File: config.mk
export PLATFORM = sky130hd
export DESIGN_NAME = fully_closed_loop_feedback
export DESIGN_NICKNAME = d
export VERILOG_FILES = /design/src/core/fcl_pkg.sv /design/src/core/fully_closed_loop_feedback.sv /design/src/core/quad_pulse_gen.sv
export SDC_FILE = /design/constraint.sdc
export NUM_CORES = 2
export LEC_CHECK = 0
export CAP_MARGIN = 20
export CORE_ASPECT_RATIO = 0.7
export CORE_UTILIZATION = 35
export CTS_CLUSTER_SIZE = 10
export DETAILED_ROUTE_END_ITERATION = 6
export DONT_BUFFER_PORTS = 1
export PLACE_DENSITY_LB_ADDON = 0.2
export SYNTH_ARGS = -nofsm -noshare
export SYNTH_HDL_FRONTEND = slang
export SYNTH_HIERARCHICAL = 1
export SYNTH_SLANG_ARGS = --single-unit
File: constraint.sdc
create_clock -name clock -period 53.7 [get_ports clock]
set_input_delay 5.37 -clock clock [delete_from_list [all_inputs] [get_ports clock]]
set_output_delay 5.37 -clock clock [all_outputs]
set_load 0.005 [all_outputs]
File: src/core/fcl_pkg.sv
// Package of constants for the fully-closed loop feedback logic.
// Assumes a 125 MHz clock; shared by the top module, the checker and the testbench.
package fcl_pkg;
  localparam int unsigned CLOCK_HZ            = 125000000;
  localparam int unsigned RES_WIDTH           = 13;
  localparam logic [12:0] RES_MIN             = 13'h0001;
  localparam logic [12:0] RES_MAX             = 13'h1000;
  localparam logic [12:0] RES_DEFAULT         = 13'h0014;
  localparam int unsigned EDGE_RATE_LIMIT_PPS = 6400000;
  // Least spacing of output edges in clock cycles, rounded up
  localparam int unsigned EDGE_SPACING_CYCLES =
    (CLOCK_HZ + EDGE_RATE_LIMIT_PPS - 1) / EDGE_RATE_LIMIT_PPS;
  localparam logic [4:0]  EDGE_SPACING        = 5'(EDGE_SPACING_CYCLES);
  localparam logic [30:0] ERR_THRESH_MAX      = 31'h4000_0000;
  localparam logic [30:0] ERR_THRESH_DEFAULT  = 31'h0000_03E8;
  localparam logic [6:0]  MULT_MAX            = 7'h64;
  localparam logic [6:0]  MULT_DEFAULT        = 7'h14;
  localparam logic [7:0]  MON_SEL_DEVIATION   = 8'h07;
  localparam logic [1:0]  EXT_ENC_NOT_USED    = 2'h0;
  localparam logic [1:0]  SPD_SRC_MOTOR       = 2'h0;
  localparam logic [1:0]  SPD_SRC_EXT         = 2'h1;
  // Analog monitor code per reference unit: 0.01 V per unit, 1 LSB = 0.01 V
  localparam int unsigned MON_LSB_PER_UNIT    = 1;
  localparam int unsigned BACKLOG_WIDTH       = 16;
endpackage : fcl_pkg

File: src/core/fully_closed_loop_feedback.sv
// Fully-closed loop feedback: divided pulse output, overspeed and error alarms,
// deviation carry-over, monitor select and speed source. Settings are plain ports.
`timescale 1ns/10ps

// Summary of operation
// - Output edges per scale pitch 1..4096, default 20, latched at restart.
// - Overspeed alarm when requested edge rate exceeds 6.4 Mpps.
// - Resolution capped at 4096 edges per pitch.
// - Alarm when motor-load difference exceeds threshold, default 1000.
// - Threshold zero disables the motor-load overflow alarm.
// - Each new rotation carries deviation times one minus multiplier percent.
// - Multiplier zero uses external position unmodified.
// - Monitor code 07 routes deviation at 0.01 V per unit, immediately.
// - Speed source 0 motor, 1 external, latched at restart.
// - External speed ignored when external encoder unused.
// - Phase B leads A for forward, regardless of direction selection.
// - Forward counts up, reverse counts down.
module fully_closed_loop_feedback (
  input  wire logic        clock,
  input  wire logic        rst,
  input  wire logic        scale_step,
  input  wire logic        scale_step_up,
  input  wire logic        scale_index,
  input  wire logic [12:0] divided_output_resolution,
  input  wire logic [1:0]  external_encoder_usage,
  input  wire logic [1:0]  speed_feedback_source_select,
  input  wire logic        rotation_direction_select,
  input  wire logic [31:0] motor_position,
  input  wire logic [31:0] load_position,
  input  wire logic        rotation_start,
  input  wire logic [30:0] motor_load_error_threshold,
  input  wire logic [6:0]  per_rotation_deviation_multiplier,
  input  wire logic [7:0]  analog_monitor_one_select,
  input  wire logic [7:0]  analog_monitor_two_select,
  input  wire logic [31:0] motor_speed,
  input  wire logic [31:0] external_speed,
  output logic             divided_phase_a_out,
  output logic             divided_phase_b_out,
  output logic             divided_index_out,
  output logic             divided_output_overspeed_alarm,
  output logic             motor_load_error_overflow_alarm,
  output logic [31:0]      corrected_load_position,
  output logic [31:0]      motor_load_deviation,
  output logic [31:0]      analog_monitor_one,
  output logic [31:0]      analog_monitor_two,
  output logic [31:0]      speed_feedback,
  output logic             speed_from_external
);
  // --------------------------------
  // Functions
  // --------------------------------
  function automatic logic [31:0] monitor_value(input logic [7:0] sel, input logic [31:0] dev);
    monitor_value = (sel == fcl_pkg::MON_SEL_DEVIATION) ? dev : 32'h0000_0000;
  endfunction : monitor_value

  function automatic logic [31:0] abs32(input logic [31:0] v);
    abs32 = v[31] ? (32'h0000_0000 - v) : v;
  endfunction : abs32

  // --------------------------------
  // Settings latched at restart
  // --------------------------------
  logic [12:0] resolution;
  logic        speed_ext_sel;
  logic        restart_done;

  always_ff @(posedge clock) begin
    if (rst) begin
      resolution    <= fcl_pkg::RES_DEFAULT;
      speed_ext_sel <= 1'b0;
      restart_done  <= 1'b0;
    end else if (!restart_done) begin
      restart_done <= 1'b1;
      if (divided_output_resolution > fcl_pkg::RES_MAX) begin
        resolution <= fcl_pkg::RES_MAX;
      end else if (divided_output_resolution < fcl_pkg::RES_MIN) begin
        resolution <= fcl_pkg::RES_MIN;
      end else begin
        resolution <= divided_output_resolution;
      end
      speed_ext_sel <= (speed_feedback_source_select == fcl_pkg::SPD_SRC_EXT) &&
                       (external_encoder_usage != fcl_pkg::EXT_ENC_NOT_USED);
    end
  end

  // --------------------------------
  // Divided pulse scaling
  // --------------------------------
  // Each scale step adds resolution to an accumulator of 4096 per edge
  logic [13:0] accum;
  logic        accum_up;
  logic [15:0] backlog;
  logic [4:0]  spacing;
  logic        emit;
  logic [13:0] next_accum;
  logic [1:0]  new_edges;

  // Direction of counting follows the scale, independent of motor direction
  always_comb begin
    next_accum = accum;
    new_edges  = 2'd0;
    if (scale_step) begin
      next_accum = accum + {1'b0, resolution};
      if (next_accum >= {1'b0, fcl_pkg::RES_MAX}) begin
        next_accum = next_accum - {1'b0, fcl_pkg::RES_MAX};
        new_edges  = 2'd1;
      end
    end
  end

  assign emit = (backlog != 16'h0000) && (spacing == 5'h00);

  always_ff @(posedge clock) begin
    if (rst) begin
      accum <= 14'h0000;
    end else begin
      accum <= next_accum;
    end
  end

  always_ff @(posedge clock) begin
    if (rst) begin
      accum_up <= 1'b1;
      backlog  <= 16'h0000;
    end else if (new_edges != 2'd0 && scale_step_up != accum_up && backlog > {15'h0000, emit}) begin
      backlog <= backlog - (emit ? 16'h0002 : 16'h0001);
    end else if (new_edges != 2'd0) begin
      accum_up <= scale_step_up;
      if (backlog != 16'hFFFF) begin
        backlog <= backlog + 16'h0001 - {15'h0000, emit};
      end
    end else if (emit) begin
      backlog <= backlog - 16'h0001;
    end
  end

  always_ff @(posedge clock) begin
    if (rst) begin
      spacing <= 5'h00;
    end else if (emit) begin
      spacing <= fcl_pkg::EDGE_SPACING - 5'h01;
    end else if (spacing != 5'h00) begin
      spacing <= spacing - 5'h01;
    end
  end

  // Edges pile up only when the request exceeds the rate limit
  always_ff @(posedge clock) begin
    if (rst) begin
      divided_output_overspeed_alarm <= 1'b0;
    end else if (backlog > 16'h0001) begin
      divided_output_overspeed_alarm <= 1'b1;
    end
  end

  quad_pulse_gen u_quad (
    .clock   (clock),
    .rst     (rst),
    .step    (emit),
    .step_up (accum_up),
    .phase_a (divided_phase_a_out),
    .phase_b (divided_phase_b_out)
  );

  always_ff @(posedge clock) begin
    if (rst) begin
      divided_index_out <= 1'b0;
    end else begin
      divided_index_out <= scale_index;
    end
  end

  // --------------------------------
  // Deviation and alarms
  // --------------------------------
  logic [31:0] carry_dev;
  logic [31:0] raw_dev;
  logic [31:0] live_dev;
  logic [38:0] scaled;

  assign raw_dev  = motor_position - load_position;
  assign live_dev = raw_dev - carry_dev;
  // Share of the live deviation removed at each rotation start
  assign scaled   = $signed(live_dev) * $signed({1'b0, per_rotation_deviation_multiplier});

  always_ff @(posedge clock) begin
    if (rst) begin
      carry_dev <= 32'h0000_0000;
    end else if (per_rotation_deviation_multiplier == 7'h00) begin
      carry_dev <= 32'h0000_0000;
    end else if (rotation_start) begin
      carry_dev <= carry_dev + 32'($signed(scaled) / $signed(39'h0064));
    end
  end

  always_ff @(posedge clock) begin
    if (rst) begin
      corrected_load_position <= 32'h0000_0000;
      motor_load_deviation    <= 32'h0000_0000;
    end else begin
      corrected_load_position <= load_position + carry_dev;
      motor_load_deviation    <= live_dev;
    end
  end

  always_ff @(posedge clock) begin
    if (rst) begin
      motor_load_error_overflow_alarm <= 1'b0;
    end else if (motor_load_error_threshold != 31'h0000_0000 &&
                 abs32(motor_load_deviation) > {1'b0, motor_load_error_threshold}) begin
      motor_load_error_overflow_alarm <= 1'b1;
    end
  end

  // --------------------------------
  // Monitor and speed feedback
  // --------------------------------
  always_ff @(posedge clock) begin
    if (rst) begin
      analog_monitor_one <= 32'h0000_0000;
      analog_monitor_two <= 32'h0000_0000;
      speed_feedback     <= 32'h0000_0000;
    end else begin
      analog_monitor_one <= monitor_value(analog_monitor_one_select, motor_load_deviation);
      analog_monitor_two <= monitor_value(analog_monitor_two_select, motor_load_deviation);
      speed_feedback     <= speed_ext_sel ? external_speed : motor_speed;
    end
  end

  assign speed_from_external = speed_ext_sel;
endmodule : fully_closed_loop_feedback

File: src/core/quad_pulse_gen.sv
// Quadrature pulse generator for the divided outputs.
// Assumes requests arrive one step at a time; spacing is enforced by the caller.
`timescale 1ns/10ps
module quad_pulse_gen (
  input  wire logic clock,
  input  wire logic rst,
  input  wire logic step,
  input  wire logic step_up,
  output logic      phase_a,
  output logic      phase_b
);
  // --------------------------------
  // Gray-coded quadrature position
  // --------------------------------
  typedef enum logic [1:0] {
    Q0 = 2'b00,
    Q1 = 2'b01,
    Q2 = 2'b11,
    Q3 = 2'b10
  } quad_t;

  quad_t state;

  // Up direction: B leads A (B rises first)
  always_ff @(posedge clock) begin
    if (rst) begin
      state <= Q0;
    end else if (step) begin
      unique case (state)
        Q0: state <= step_up ? Q1 : Q3;
        Q1: state <= step_up ? Q2 : Q0;
        Q2: state <= step_up ? Q3 : Q1;
        Q3: state <= step_up ? Q0 : Q2;
      endcase
    end
  end

  // Phases straight from the state flops: A is bit 1, B is bit 0
  assign phase_a = state[1];
  assign phase_b = state[0];
endmodule : quad_pulse_gen

==> impl_metrics.tcl <==
set metrics [dict create \
    synth_most_common_cell "nor2_1" \
    path_buf_inv 10 \
    num_io_pins 372 \
    drv_slew 0 \
    die_x_um 377.5 \
    num_vias 30990 \
    route.detailed.drc 0 \
    ant_nets 0 \
    first_pass_iters 6 \
    hold_viol 0 \
    cts_max_level 1 \
    routabilityCongestion 0.9000 \
    die_y_um 264.9 \
    yosys.area.top_type "dfxtp_1" \
    synth_top_family_by_area "compound AO/OA/AOI/OAI gates" \
    cp.required_ns 54.24 \
    setup-violations-final 0 \
    synth_commonest_cells "nor2_1, inv_1, and2_1, ha_1, nand2_1" \
    gr-total-overflow 0 \
    grt_max_degree 126 \
    synth.distinct_cells 135 \
    num_rows 96 \
    status "finished, final reports clean" \
    async_flop_share_pct 0 \
    critPathArrivalTime_ns 50.61 \
    avgSynthCellArea_um2 8.049 \
    syn-num-nets 4994 \
    synth_edf_count 0 \
    clock_latency_ns 0.61 \
    avgViaCountPerCell 5.591 \
    syn_area_um2 34550 \
    ys_ff_latch 248 \
    grt_use_met3_pct 4.723 \
    critical_path.slowest_cell "a311oi_1" \
    period_share_pct 93.24 \
    cts_tree "yes" \
    routedWlPerCell_um 19.21 \
    max_stage_delay_ns 0.84 \
    cts_root_buffer "clkbuf_16" \
    synthAdderAreaFrac_pct 22.45 \
    n_fill_cell 10180 \
    ys_warn_count 6 \
    cap_violations 0 \
    cts_sinks 248 \
    grt.met2_usage_pct 29.89 \
    syn2layout_area_growth_pct 6.239 \
    drtIter0Drc 2386 \
    diodes 0 \
    drive_above_1_share_pct 5.332 \
    start_util_pct 35.30 \
    hp-class "reg2reg" \
    coreArea_um2 97890 \
    worst_pin_slew_ns 1.135 \
    crit_type "in2reg" \
    path_delay_family "compound AO/OA/AOI/OAI gates" \
    grt_pass1_wl_um 167600 \
    synth_xor_xnor_area_share_pct 7.778 \
    post_cts_buffers 0 \
    ys_seq_area_share_pct 14.37 \
    synth.area.top_cells "dfxtp_1, fa_1, ha_1" \
    wl_um 106500 \
    top_usage_layer "met1" \
    finClkSkew_ns 0.02554 \
    hpwl_um 85520 \
    cp_common_cell "a21o_1" \
    yosys.area_share.simple_pct 21.60 \
    ys.flop_type "dfxtp_1" \
    clkTransAtPathRegs_ns 0.08 \
    antenna_found_initial 6 \
    track_usage_pct 20.76 \
    first_global_vias 29120 \
    startpoint_type "input port" \
    synth_compound_area_share_pct 24.46 \
    cts_buffers 29 \
    register_area_um2 4966 \
    max_freq_mhz 19.97 \
    multi_input_area_um2 27610 \
    met1_usage_pct 31.74 \
    crit_fanout 39 \
    synth_top_area_share_pct 14.37 \
    layout_min_cycle_time_ns 50.07 \
    worstSetupEndpointType "flip-flop" \
    nets 4914 \
    netlist_instances 4293 \
    rsz0062_at_grt "false" \
    relSlewSlack_pct 23.78 \
    setup_tns_ns 0 \
    die_area_um2 100000 \
    synth_mux_area_share_pct 3.436 \
    port_buffers 0 \
    clk_path_buf_depth 3 \
]
## through the flow
step,utilization [%],std cells,worst slack (ns),hold WS [ns],area [um2]
after floorplan,-,4293,12.17,0.4421,34550
after global placement,36.66,5504,3.306,0.4579,35890
after detailed placement,36.66,5504,3.155,0.4665,35890
after CTS,37.47,5542,3.611,0.4733,36680
after global routing,37.50,5543,0.1374,0.4851,36710
final,37.50,5543,3.631,0.4706,36710
## worst paths after layout
| path | from | to | slack, ns | cells past startpoint |
|---|---|---|---|---|
| max reg2reg | carry_dev[0] | carry_dev[31] | 8.08 | 166 |
| min | motor_load_error_overflow_alarm | motor_load_error_overflow_alarm | 0.47 | 2 |
| max | motor_position[0] | carry_dev[31] | 3.63 | 168 |
| min reg2reg | motor_load_error_overflow_alarm | motor_load_error_overflow_alarm | 0.47 | 2 |
## routing by layer
metal,part of all wire (%),vias to the layer above
met1,50,14950
li1,-,15080
met4,0.99,0
met5,0,-
met2,41,907
met3,8.2,62
## state kept, by name, summed over array words and instances (netlist names), 2 cells and up
signal / cells
spacing: 5
carry_dev: 32
backlog: 16
motor_load_deviation: 32
resolution: 13
analog_monitor_one: 32
speed_feedback: 32
u_quad/state: 2
analog_monitor_two: 32
corrected_load_position: 32
accum: 14
## kinds of logic (layout without fill, tap and decap cells)
| kind of cell | count (synthesis) | after routing |
|---|---|---|
| simple gates | 1448 | 1448 |
| compound gates | 1151 | 1151 |
| buf+inv | 521 | 448 |
| fa+ha+maj | 502 | 502 |
| xor+xnor | 306 | 306 |
| flops | 248 | 248 |
| mux | 117 | 117 |
## cell usage in the layout (no fill, tap or decap), types with 42 or more instances in the layout
| cell type | n |
|---|---|
| o211ai_1 | 42 |
| nor3_1 | 84 |
| a21oi_1 | 245 |
| nor4_1 | 55 |
| mux2i_1 | 104 |
| xor2_1 | 85 |
| nand3_1 | 83 |
| a31oi_1 | 43 |
| a21o_1 | 116 |
| and2_1 | 309 |
| o21ai_0 | 157 |
| a211oi_1 | 49 |
| inv_1 | 370 |
| nand4_1 | 49 |
| fa_1 | 199 |
| ha_1 | 296 |
| nor2_1 | 379 |
| xnor2_1 | 218 |
| nand2_1 | 259 |
| dfxtp_1 | 247 |
| o21bai_1 | 48 |
## tightest hold or removal path: cells and delay by family (launching register included)
family | cells | cell delay [ns]
compound gates | 1 | 0.05
flops | 1 | 0.33
buf+inv | 1 | 0.06
## what timing repair did
action | 4_1_cts | 5_1_grt
setup endpoints to repair | 0 | 1
resized for setup | 0 | 3
hold buffers | 0 | 0
## area by class of cell
class,instances,area share (%)
Sequential cell,248,13.53
Tap cell,1323,4.509
Timing Repair Buffer,38,0.7771
Clock buffer,36,2.103
Inverter,372,3.804
Clock inverter,2,0.06817
Multi-Input combinational cell,3524,75.21
Power is not shown: default switching activity piles up to over one toggle a cycle in this logic, so the estimate is an artifact.
